==> src/tsm_pkg.sv <==
/*
 * Constants for the timer slave-mode, event and status block: register
 * offsets, field positions, reset values and mode encodings.
 * Assumes a 32-bit APB register bus with word-aligned registers.
 */
package tsm_pkg;
    // ****************************************************************
    // register byte offsets
    // ****************************************************************
    localparam logic [7:0] TSM_OFF_SMC = 8'h08;
    localparam logic [7:0] TSM_OFF_DIE = 8'h0C;
    localparam logic [7:0] TSM_OFF_STS = 8'h10;
    localparam logic [7:0] TSM_OFF_EGR = 8'h14;
    localparam logic [7:0] TSM_OFF_CTL = 8'h00;

    // ****************************************************************
    // reset values and masks
    // ****************************************************************
    localparam logic [15:0] TSM_SMC_RST = 16'h0000;
    localparam logic [15:0] TSM_DIE_RST = 16'h0000;
    localparam logic [15:0] TSM_STS_RST = 16'h0000;
    localparam logic [15:0] TSM_DIE_MASK = 16'h5F5F;
    localparam logic [15:0] TSM_STS_MASK = 16'h1E5F;
    localparam logic [3:0] TSM_CTL_RST = 4'h0;

    // ****************************************************************
    // field positions
    // ****************************************************************
    localparam int TSM_SMC_MSM = 7;
    localparam int TSM_SMC_TS = 4;
    localparam int TSM_SMC_CLEAR_SOURCE_SELECT = 3;
    localparam int TSM_DIE_TDE = 14;
    localparam int TSM_DIE_CCDE = 9;
    localparam int TSM_DIE_UDE = 8;
    localparam int TSM_DIE_TIE = 6;
    localparam int TSM_DIE_CCIE = 1;
    localparam int TSM_DIE_UIE = 0;
    localparam int TSM_STS_CCOF = 9;
    localparam int TSM_STS_TIF = 6;
    localparam int TSM_STS_CCIF = 1;
    localparam int TSM_STS_UIF = 0;
    localparam int TSM_CTL_CEN = 0;
    localparam int TSM_CTL_UPDATE_INHIBIT = 1;
    localparam int TSM_CTL_URS = 2;
    localparam int TSM_CTL_DIR = 3;

    // delay added to trigger effect for master/slave sync, in cycles
    localparam int TSM_SYNC_DELAY = 1;

    typedef enum logic [2:0] {
        TSM_SM_OFF = 3'h0,
        TSM_SM_ENC1 = 3'h1,
        TSM_SM_ENC2 = 3'h2,
        TSM_SM_ENC3 = 3'h3,
        TSM_SM_RESET = 3'h4,
        TSM_SM_GATED = 3'h5,
        TSM_SM_TRIG = 3'h6,
        TSM_SM_EXTCLK = 3'h7
    } tsm_mode_t;
endpackage

==> src/tsm_slave_ctrl.sv <==
/*
 * Slave-mode controller, DMA/interrupt enables, status flags and software
 * event generation of a general-purpose timer.
 * Assumes the counter core, filters and channel logic sit outside and
 * exchange strobes with this block; all inputs synchronous to clk.
 */
// Operation
// - sync bit delays trigger effect one cycle
// - trigger source field picks trigger input
// - clear source bit picks comparator or trigger
// - mode off: counter clocked by internal clock
// - modes 1-3 are quadrature encoder modes
// - reset mode: rising trigger reinitialises counter
// - gated mode counts while trigger high
// - trigger mode starts counter on rising edge
// - external clock mode counts trigger rising edges
// - line 0 and 1 from timers; 2,3 open
// - DMA enable bits gate DMA requests
// - interrupt enable bits gate interrupts
// - overcapture only on capture with flag set
// - trigger flag on active edge, both gated
// - channel flag on match or capture; read clears
// - update flag rules with restrict and inhibit
// - status flags cleared by writing zero
// - soft trigger sets trigger flag, self-clears
// - channel soft event sets flag, may capture
// - soft update reinitialises counter and prescaler
// - inhibit blocks update but not reinitialise
// - restrict limits update requests to overflow
// - trigger mode sets counter enable itself
`timescale 1ns/1ps
module tsm_slave_ctrl
    import tsm_pkg::*;
#(
    parameter int CHANNELS = 4
) (
    input wire logic clk,
    input wire logic reset_n,
    input wire logic clkEn,
    input wire logic psel,
    input wire logic penable,
    input wire logic pwrite,
    input wire logic [7:0] paddr,
    input wire logic [31:0] pwdata,
    output logic [31:0] prdata,
    output logic pready,
    output logic pslverr,
    input wire logic internalTriggerLine0,
    input wire logic internalTriggerLine1,
    input wire logic ch1EdgeDetect,
    input wire logic ch1FilteredIn,
    input wire logic ch2FilteredIn,
    input wire logic filteredExtTrigger,
    input wire logic comparatorOut,
    input wire logic overflowEvent,
    input wire logic repCountZero,
    input wire logic [CHANNELS-1:0] chanIsInput,
    input wire logic [CHANNELS-1:0] chanCompareMatch,
    input wire logic [CHANNELS-1:0] chanCaptureEvent,
    input wire logic [CHANNELS-1:0] chanCaptureRead,
    output logic counterEnable,
    output logic counterTick,
    output logic countDown,
    output logic counterReinit,
    output logic reinitLoadsReload,
    output logic updateEvent,
    output logic [CHANNELS-1:0] chanCaptureNow,
    output logic ocClear,
    output logic triggerIrq,
    output logic updateIrq,
    output logic [CHANNELS-1:0] chanIrq,
    output logic triggerDma,
    output logic updateDma,
    output logic [CHANNELS-1:0] chanDma
);
    // ****************************************************************
    // register bus
    // ****************************************************************
    logic [15:0] smc_q, die_q, sts_q, sts_d, egrWr;
    logic [3:0] ctl_q;
    logic wrAcc, hit;
    logic [2:0] modeSel, srcSel;

    assign wrAcc = psel && penable && pwrite && clkEn;
    assign hit = paddr == TSM_OFF_SMC || paddr == TSM_OFF_DIE ||
                 paddr == TSM_OFF_STS || paddr == TSM_OFF_EGR ||
                 paddr == TSM_OFF_CTL;
    assign egrWr = (wrAcc && paddr == TSM_OFF_EGR) ? pwdata[15:0] : 16'h0000;
    assign modeSel = smc_q[2:0];
    assign srcSel = smc_q[TSM_SMC_TS +: 3];

    always_ff @(posedge clk) begin
        if (!reset_n) begin
            pready <= 1'b0;
            pslverr <= 1'b0;
            prdata <= 32'h0000_0000;
        end else if (clkEn) begin
            pready <= psel && !penable;
            pslverr <= psel && !penable && !(paddr[7:5] == 3'h0 && hit);
            prdata <= 32'h0000_0000;
            if (psel && !penable && !pwrite) begin
                case (paddr)
                    TSM_OFF_SMC: prdata <= {16'h0000, smc_q};
                    TSM_OFF_DIE: prdata <= {16'h0000, die_q};
                    TSM_OFF_STS: prdata <= {16'h0000, sts_q};
                    TSM_OFF_CTL: prdata <= {28'h0000000, ctl_q};
                    default: prdata <= 32'h0000_0000;
                endcase
            end
        end
    end

    always_ff @(posedge clk) begin
        if (!reset_n) begin
            smc_q <= TSM_SMC_RST;
            die_q <= TSM_DIE_RST;
        end else if (wrAcc && pready) begin
            if (paddr == TSM_OFF_SMC) begin
                smc_q <= pwdata[15:0];
            end
            if (paddr == TSM_OFF_DIE) begin
                die_q <= pwdata[15:0] & TSM_DIE_MASK;
            end
        end
    end

    // ****************************************************************
    // trigger selection and edge detection
    // ****************************************************************
    logic trigSel, trigDly_q, trigIn, trigPrev_q;
    logic trigRise, trigFall, slaveOn;

    always_comb begin
        case (srcSel)
            3'h0: trigSel = internalTriggerLine0;
            3'h1: trigSel = internalTriggerLine1;
            3'h4: trigSel = ch1EdgeDetect;
            3'h5: trigSel = ch1FilteredIn;
            3'h6: trigSel = ch2FilteredIn;
            3'h7: trigSel = filteredExtTrigger;
            default: trigSel = 1'b0;
        endcase
    end

    always_ff @(posedge clk) begin
        if (!reset_n) begin
            trigDly_q <= 1'b0;
            trigPrev_q <= 1'b0;
        end else if (clkEn) begin
            trigDly_q <= trigSel;
            trigPrev_q <= trigIn;
        end
    end

    assign trigIn = smc_q[TSM_SMC_MSM] ? trigDly_q : trigSel;
    assign trigRise = trigIn && !trigPrev_q;
    assign trigFall = !trigIn && trigPrev_q;
    assign slaveOn = modeSel != 3'(TSM_SM_OFF);

    // ****************************************************************
    // counter control
    // ****************************************************************
    logic ch1Prev_q, ch2Prev_q, ch1Edge, ch2Edge;
    logic tick, down, hwReinit, swUpdate, updSet;

    assign ch1Edge = ch1FilteredIn != ch1Prev_q;
    assign ch2Edge = ch2FilteredIn != ch2Prev_q;
    assign hwReinit = modeSel == 3'(TSM_SM_RESET) && trigRise;
    assign swUpdate = egrWr[0];

    // mode selection drives the count tick
    always_comb begin
        tick = 1'b0;
        down = ctl_q[TSM_CTL_DIR];
        case (modeSel)
            3'(TSM_SM_OFF), 3'(TSM_SM_RESET), 3'(TSM_SM_TRIG): tick = 1'b1;
            3'(TSM_SM_ENC1): begin
                tick = ch1Edge;
                down = ch1FilteredIn == ch2FilteredIn;
            end
            3'(TSM_SM_ENC2): begin
                tick = ch2Edge;
                down = ch1FilteredIn != ch2FilteredIn;
            end
            3'(TSM_SM_ENC3): begin
                tick = ch1Edge || ch2Edge;
                down = ch1Edge ? ch1FilteredIn == ch2FilteredIn
                               : ch1FilteredIn != ch2FilteredIn;
            end
            3'(TSM_SM_GATED): tick = trigIn;
            3'(TSM_SM_EXTCLK): tick = trigRise;
            default: tick = 1'b0;
        endcase
    end

    always_ff @(posedge clk) begin
        if (!reset_n) begin
            ctl_q <= TSM_CTL_RST;
        end else if (clkEn) begin
            if (wrAcc && pready && paddr == TSM_OFF_CTL) begin
                ctl_q <= pwdata[3:0];
            end
            if (modeSel == 3'(TSM_SM_TRIG) && trigRise) begin
                ctl_q[TSM_CTL_CEN] <= 1'b1;
            end
        end
    end

    assign updSet = !ctl_q[TSM_CTL_UPDATE_INHIBIT] &&
                    ((overflowEvent && repCountZero) ||
                     (!ctl_q[TSM_CTL_URS] && (swUpdate || hwReinit)));

    always_ff @(posedge clk) begin
        if (!reset_n) begin
            ch1Prev_q <= 1'b0;
            ch2Prev_q <= 1'b0;
            counterEnable <= 1'b0;
            counterTick <= 1'b0;
            countDown <= 1'b0;
            counterReinit <= 1'b0;
            reinitLoadsReload <= 1'b0;
            updateEvent <= 1'b0;
            chanCaptureNow <= '0;
            ocClear <= 1'b0;
        end else if (clkEn) begin
            ch1Prev_q <= ch1FilteredIn;
            ch2Prev_q <= ch2FilteredIn;
            counterEnable <= ctl_q[TSM_CTL_CEN];
            counterTick <= ctl_q[TSM_CTL_CEN] && tick;
            countDown <= down;
            counterReinit <= swUpdate || hwReinit;
            reinitLoadsReload <= ctl_q[TSM_CTL_DIR];
            updateEvent <= !ctl_q[TSM_CTL_UPDATE_INHIBIT] && (swUpdate || hwReinit ||
                           (overflowEvent && repCountZero));
            chanCaptureNow <= egrWr[TSM_STS_CCIF +: CHANNELS] & chanIsInput;
            ocClear <= smc_q[TSM_SMC_CLEAR_SOURCE_SELECT] ? comparatorOut
                                           : filteredExtTrigger;
        end
    end

    // ****************************************************************
    // status flags
    // ****************************************************************
    logic trigSet;
    logic [CHANNELS-1:0] ccSet, ocSet, capNow;
    logic [15:0] clrMask;

    assign trigSet = egrWr[TSM_STS_TIF] || (slaveOn &&
                     (trigRise || (modeSel == 3'(TSM_SM_GATED) && trigFall)));
    // match or capture sets channel flag
    assign capNow = chanIsInput &
                    (chanCaptureEvent | egrWr[TSM_STS_CCIF +: CHANNELS]);
    assign ccSet = capNow | (~chanIsInput & chanCompareMatch) |
                   egrWr[TSM_STS_CCIF +: CHANNELS];
    // overcapture on capture with flag set
    assign ocSet = capNow & sts_q[TSM_STS_CCIF +: CHANNELS];
    assign clrMask = (wrAcc && pready && paddr == TSM_OFF_STS)
                     ? ~pwdata[15:0] : 16'h0000;

    always_comb begin
        sts_d = sts_q & ~clrMask;
        sts_d[TSM_STS_CCIF +: CHANNELS] = sts_d[TSM_STS_CCIF +: CHANNELS] &
                                          ~(chanCaptureRead & chanIsInput);
        sts_d[TSM_STS_TIF] = sts_d[TSM_STS_TIF] | trigSet;
        sts_d[TSM_STS_UIF] = sts_d[TSM_STS_UIF] | updSet;
        sts_d[TSM_STS_CCIF +: CHANNELS] = sts_d[TSM_STS_CCIF +: CHANNELS] |
                                          ccSet;
        sts_d[TSM_STS_CCOF +: CHANNELS] = sts_d[TSM_STS_CCOF +: CHANNELS] |
                                          ocSet;
        sts_d = sts_d & TSM_STS_MASK;
    end

    always_ff @(posedge clk) begin
        if (!reset_n) begin
            sts_q <= TSM_STS_RST;
        end else if (clkEn) begin
            sts_q <= sts_d;
        end
    end

    // ****************************************************************
    // interrupt and DMA requests
    // ****************************************************************
    // interrupt requests follow flag and enable; DMA requests follow flag set events and enable
    always_ff @(posedge clk) begin
        if (!reset_n) begin
            triggerIrq <= 1'b0;
            updateIrq <= 1'b0;
            chanIrq <= '0;
            triggerDma <= 1'b0;
            updateDma <= 1'b0;
            chanDma <= '0;
        end else if (clkEn) begin
            triggerIrq <= sts_d[TSM_STS_TIF] && die_q[TSM_DIE_TIE];
            updateIrq <= sts_d[TSM_STS_UIF] && die_q[TSM_DIE_UIE];
            chanIrq <= sts_d[TSM_STS_CCIF +: CHANNELS] &
                       die_q[TSM_DIE_CCIE +: CHANNELS];
            triggerDma <= trigSet && die_q[TSM_DIE_TDE];
            updateDma <= updSet && die_q[TSM_DIE_UDE];
            chanDma <= ccSet & die_q[TSM_DIE_CCDE +: CHANNELS];
        end
    end

    // ****************************************************************
    // checks
    // ****************************************************************
    sync_delay_a: assert property (@(posedge clk) disable iff (!reset_n)
        clkEn && smc_q[TSM_SMC_MSM] |-> trigIn == $past(trigSel))
        else $error("trigger not delayed");
    trig_flag_a: assert property (@(posedge clk) disable iff (!reset_n)
        clkEn && trigSet |=> sts_q[TSM_STS_TIF])
        else $error("trigger flag not set");
    flag_clear_a: assert property (@(posedge clk) disable iff (!reset_n)
        clkEn && clrMask[TSM_STS_TIF] && !trigSet |=> !sts_q[TSM_STS_TIF])
        else $error("flag not cleared");
    upd_inhibit_a: assert property (@(posedge clk) disable iff (!reset_n)
        clkEn && ctl_q[TSM_CTL_UPDATE_INHIBIT] |=> !updateEvent)
        else $error("update while inhibited");
    reset_mode_a: assert property (@(posedge clk) disable iff (!reset_n)
        clkEn && hwReinit |=> counterReinit)
        else $error("reset mode no reinit");
    trig_start_a: assert property (@(posedge clk) disable iff (!reset_n)
        clkEn && modeSel == 3'(TSM_SM_TRIG) && trigRise
        |=> ctl_q[TSM_CTL_CEN])
        else $error("trigger mode no start");
    overcap_a: assert property (@(posedge clk) disable iff (!reset_n)
        clkEn && ocSet[0] |=> sts_q[TSM_STS_CCOF])
        else $error("overcapture lost");
    irq_gate_a: assert property (@(posedge clk) disable iff (!reset_n)
        clkEn && !die_q[TSM_DIE_UIE] && $stable(die_q) |=> !updateIrq)
        else $error("update irq not gated");
endmodule

==> config.mk <==
export PLATFORM = sky130hd
export DESIGN_NAME = tsm_slave_ctrl
export DESIGN_NICKNAME = d
export VERILOG_FILES = /design/src/tsm_pkg.sv /design/src/tsm_slave_ctrl.sv
export SDC_FILE = /design/constraint.sdc
export NUM_CORES = 1
export LEC_CHECK = 0
export ABC_AREA = 1
export BUFFER_PORTS_ARGS = -buffer_cell sky130_fd_sc_hd__buf_2
export CORE_MARGIN = 3
export CORE_UTILIZATION = 30
export CTS_CLUSTER_DIAMETER = 30
export DETAILED_ROUTE_END_ITERATION = 7
export GPL_TIMING_DRIVEN = 0
export PLACE_DENSITY_LB_ADDON = 0.08
export REMOVE_ABC_BUFFERS = 1
export SLEW_MARGIN = 20
export SYNTH_ARGS = -nofsm -noshare
export SYNTH_HDL_FRONTEND = slang
export SYNTH_SLANG_ARGS = --single-unit
==> constraint.sdc <==
create_clock -name clk -period 1.7 [get_ports clk]
set_input_delay 0.17 -clock clk [delete_from_list [all_inputs] [get_ports clk]]
set_output_delay 0.17 -clock clk [all_outputs]
set_load 0.01 [all_outputs]
# After elaboration in Yosys (flattened, before gate mapping)
# Index checks and enable logic that the tools add are counted.
# classes
eq_ne,20
bitwise,20
mux,12
n_reduce_logical,54
# ops
op,n
$pmux 16 s4,1
$and 4x4->4,8
$logic_and 1x1->1,26
$not 13->13,2
$eq 3x3->1 const B,8
$or 4x4->4,5
$eq 8x4->1 const B,2
$eq 8x5->1 const B,2
$mux 16,1
$and 13x13->13,1
$mux 13,1
$pmux 1 s6,2
$logic_or 1x1->1,10
$logic_not 3->1,3
$logic_not 8->1,1
$not 4->4,2
$reduce_and 2->1,4
$logic_not 1->1,7
$mux 7,1
$eq 3x1->1 const B,2
$eq 3x2->1 const B,2
$mux 1,5
$ne 1x1->1,3
$pmux 1 s3,1
5 further kinds,6
# word_totals
out_inout_bits,57
wordCells,132
ff_bits,103

# Depth between registers and ports, before layout
# depth
depth_word,11
depth_mapped,14
ltp_nobuf,14

# Least setup slack after synthesis
# Ideal clock, no wire load.
# synth_timing
path_type,in2reg
from,input port paddr[1]
to,register die_q[10]
stages,9
arrival_time_ns,1.427
setup_ns,0.119
setup_slack_ns,0.154
n_path_buf,2
path_cell_list,or2_1 buf_6 nor3_4 inv_2 nor2_2 inv_1 buf_2 o21ai_1 a21oi_1
# synth_via
elab_chain_len,2
# synth_lines
element,line_no,source
from (decl),tsm_slave_ctrl.sv:43,"input wire logic [7:0] paddr,"
$eq 8x4->1,tsm_slave_ctrl.sv:121,if (paddr == TSM_OFF_DIE) begin
$reduce_and 2->1 (no source line),n/a,
to (signal assigned),tsm_slave_ctrl.sv:122,die_q <= pwdata[15:0] & TSM_DIE_MASK;
to (decl),tsm_slave_ctrl.sv:79,"logic [15:0] smc_q, die_q, sts_q, sts_d, egrWr;"
# No other way between the ends.
# A chain may end at the register's enable or synchronous reset.

# Final worst setup path
# layout_timing
from,register smc_q[4]
to,register triggerIrq
# layout_via
elab_chain_len,11
elab_cells_between_ends,17
cone_classes,5 x eq/ne; 2 x mux; 1 x bitwise; 9 x reduce/logical
# layout_lines
element,line_no,source
from (decl),tsm_slave_ctrl.sv:79,
from (signal assigned),tsm_slave_ctrl.sv:119,smc_q <= pwdata[15:0];
$eq 3x3->1 (tied with other cells),tsm_slave_ctrl.sv:134,case (srcSel)
$pmux 1 s6 (*),tsm_slave_ctrl.sv:134,
$mux 1 (*),tsm_slave_ctrl.sv:155,assign trigIn = smc_q[TSM_SMC_MSM] ? trigDly_q : trigSel;
$logic_not 1->1,tsm_slave_ctrl.sv:157,assign trigFall = !trigIn && trigPrev_q;
$logic_and 1x1->1,tsm_slave_ctrl.sv:157,
$logic_and 1x1->1,tsm_slave_ctrl.sv:249,(trigRise || (modeSel == 3'(TSM_SM_GATED) && trigFall)));
$logic_or 1x1->1 (*),tsm_slave_ctrl.sv:249,
$logic_and 1x1->1 (*),tsm_slave_ctrl.sv:248,assign trigSet = egrWr[TSM_STS_TIF] || (slaveOn &&
$logic_or 1x1->1 (*),tsm_slave_ctrl.sv:248,
$or 1x1->1 (*),tsm_slave_ctrl.sv:264,sts_d[TSM_STS_TIF] = sts_d[TSM_STS_TIF] | trigSet;
$logic_and 1x1->1 (*),tsm_slave_ctrl.sv:294,triggerIrq <= sts_d[TSM_STS_TIF] && die_q[TSM_DIE_TIE];
to (signal assigned),tsm_slave_ctrl.sv:294,
to (decl),tsm_slave_ctrl.sv:69,"output logic triggerIrq,"
# Every way passes the cells marked *; elsewhere a longest branch is shown, timed or not.

==> results by group <==
Floorplan
  • # IOs: 128
  • Die W: between 100 and 150 um
  • Die H: 122 um
  • Row cnt: 41
  • Die Area: 14,900 um^2
  • Core area: 12,900 um^2
  • Starting Density: 31.4%

Timing
  • RSZ-0062 raised after global routing: true
  • Setup TNS: 0 ns
  • Final worst path period need: ~1.6 ns
  • FMAX: 626 MHz
  • Setup ws final: a little over 0.1 ns
  • Slew headroom: 54.5%
  • Final setup violation count: 0
  • Slew Limit Fails: 0
  • Fin crit share: between 90% and 100%
  • Clock Skews: approximately 0.0095 ns
  • Final Hold Viols: 0
  • Least-Margin Pin Slew: 0.683 ns

Synth
  • Sequential fraction of the synthesis area: ~43%
  • Most common cell in the netlist: nand2_1
  • Area contributors post-synth: dfxtp_1 (43%), nand2_1 (12%), a21oi_1 (8.4%), o21ai_0 (6.8%), nor2_1 (4.7%)
  • Ys flop type: dfxtp_1
  • Cell variety after synth: 37
  • Area share of the largest cell type after synthesis: ~43%
  • Synthesized flop and latch total: 87
  • Total of warnings raised by yosys: 0
  • Synth area leader: dfxtp_1
  • Mapped Avg Cell Area: 7.05 um^2
  • Post-synth EDFFs: 0
  • Ys async rst share: 0%
  • Synth top cells by count: nand2_1 (135), dfxtp_1 (87), a21oi_1 (68), o21ai_0 (55), nor2_1 (51)
  • Mapped cell area: 4060 um^2
  • Cells after Synth: 575

Detailed routing
  • WL per Instance: 15.2 um
  • Routed WL: 12.8 mm
  • DRC: 0
  • DRT Pass-1 Iters: 5
  • Via count: between 4,000 and 5,000
  • Vias/cell: 4.84
  • Iteration-0 DRC Markers: about 230
  • DRT antenna net count: 0

Status
  • Run status: completed

Clocking
  • Longest Clk Path Bufs: 2
  • Clock-pin slew on the worst setup and hold paths: 0.06 ns
  • Root Buffer: clkbuf_16
  • Skew-Pair Late Insertion Delay: 0.35 ns
  • H-tree level count: 3
  • Total CTS buffers: 9
  • Clock tree from TritonCTS: done
  • # clock sinks: 87

Power
  • Leak: 2.16 nW
  • Pwr dens: between 800 and 900 nW/um^2
  • Maximum VDD drop: 0.422 mV
  • Total power draw: 4.44 mW

Critical path
  • CP Cell Sequence: or2_4 -> o211ai_1 -> nand2_1 -> nand2_2 -> nand2_2 -> nand2_2 -> nand2_2 -> nand2_2 -> nand3_2 -> nand3_1 -> a21oi_1
  • Max FO, Critical Path: 4
  • WP data required: about 1.9 ns
  • Crit path capture type: flop
  • Critical path arrival: 1.83 ns
  • Crit-path slowest cell: dfxtp_4
  • Startpoint class of the critical path: flop
  • Critical path class: reg -> reg
  • Max stage delay on crit path: 0.37 ns
  • Crit-path most repeated cell: nand2_2

Place
  • Hpwl dp: 9.00 mm
  • GPL Wtd Cong: 0.813
  • Port bufs: 95
  • Pre-CTS setup slack: -1.41 ns

Layout
  • Layout area overhead: 26.3%
  • Finished Core Util: 39.6%
  • Nets: 739
  • Share of layout cells above drive strength 1: 24.5%
  • Ant diodes: 0

GRT
  • First-pass GRT wire length: 20.5 mm
  • Largest net degree at the start of global routing: 44
  • All-Layer GR Usage: between 10% and 20%
  • GRT overflow: 0
  • Initial antenna violation count: 0
  • Vias in the first global route: 3,956

Worst hold path
  • Worst hold path class: in -> reg

Job
  • Max Cap Viol: 0
-- per-layer routing --
metal	global-route usage, %	wire length, um	vias up
met5	0	0	-
met4	3.99	87	0
met3	4.52	694	7
met2	29.4	6100	110
met1	23.1	5950	1915
li1	-	-	2061
-- final cells by class --
| class | count | area, um^2 |
|---|---|---|
| Fill cell | 1391 | 7800 |
| Multi-Input combinational cell | 412 | 2030 |
| Sequential cell | 87 | 1750 |
| Timing Repair Buffer | 109 | 643 |
| Clock buffer | 13 | 250 |
| Tap cell | 172 | 215 |
| Inverter | 49 | 196 |
| Clock inverter | 3 | 42.5 |
-- what timing repair did --
action | in CTS | in global routing
hold buffers | 0 | 0
pin swaps | 3 | 6
setup endpoints to repair | 73 | 31
setup buffers | 7 | 5
gates resized for setup | 14 | 23
-- power by group --
part	switching [mW]	leakage, nW	internal [mW]	total, mW
Clock	0.837	0.140	1.18	2.02
Sequential	0.0167	0.706	2.06	2.08
Combinational	0.222	1.32	0.126	0.348
Total	1.08	2.16	3.37	4.44
-- worst paths after layout --
path / depth (start not counted) / start / end / slack [ns]
max: 11 / smc_q[4] / triggerIrq / 0.10
min: 3 / pwdata[13] / smc_q[13] / 0.07
min reg2reg: 2 / smc_q[10] / smc_q[10] / 0.45
max reg2reg: 11 / smc_q[4] / triggerIrq / 0.10
-- critical path, delay by kind of cell, from the launching register on --
kind	cells	cell delay (ns)
AND/OR/NAND/NOR	9	0.95
flip-flops	1	0.37
AO/OA/AOI/OAI	2	0.18
-- registers in the layout (all words and copies together), names as in the netlist, 4 cells and up --
signal,cells
prdata,16
smc_q,16
die_q,12
sts_q,10
chanCaptureNow,4
chanDma,4
chanIrq,4
ctl_q,4
-- layout by cell type (no fill, tap or decap), drive strengths merged, types with 3 or more instances in the layout --
| master | synthesis | final |
|---|---|---|
| a21oi | 68 | 68 |
| a31o | 3 | 3 |
| a31oi | 7 | 7 |
| buf | 23 | 109 |
| clkbuf | 19 | 13 |
| clkinvlp | 0 | 3 |
| conb | 1 | 16 |
| dfxtp | 87 | 87 |
| inv | 49 | 47 |
| nand2 | 136 | 136 |
| nand3 | 28 | 28 |
| nand4 | 14 | 14 |
| nor2 | 55 | 55 |
| nor3 | 5 | 5 |
| o211ai | 4 | 4 |
| o21ai | 59 | 59 |
| o21bai | 3 | 3 |
| or2 | 3 | 3 |
-- kinds of logic (layout without fill, tap and decap cells) --
family | after synthesis | after routing | synth area share (%)
AND/OR/NAND/NOR | 243 | 243 | 25.9
flip-flops | 87 | 87 | 42.9
XOR/XNOR | 3 | 3 | 0.648
other | 1 | 16 | 0.0925
buffers and inverters | 91 | 174 | 10.5
AO/OA/AOI/OAI | 150 | 150 | 19.9
-- through the flow --
stage / cell area (um^2) / cells / hold WS (ns)
floorplan: 3870 / 548 / 0.259
global placement: 4560 / 815 / 0.418
detailed placement: 4620 / 817 / 0.425
CTS: 5000 / 840 / 0.0577
global route: 5120 / 845 / 0.0690
finish: 5120 / 845 / 0.0703
No activity file was read; power rests on OpenSTA's default activity.
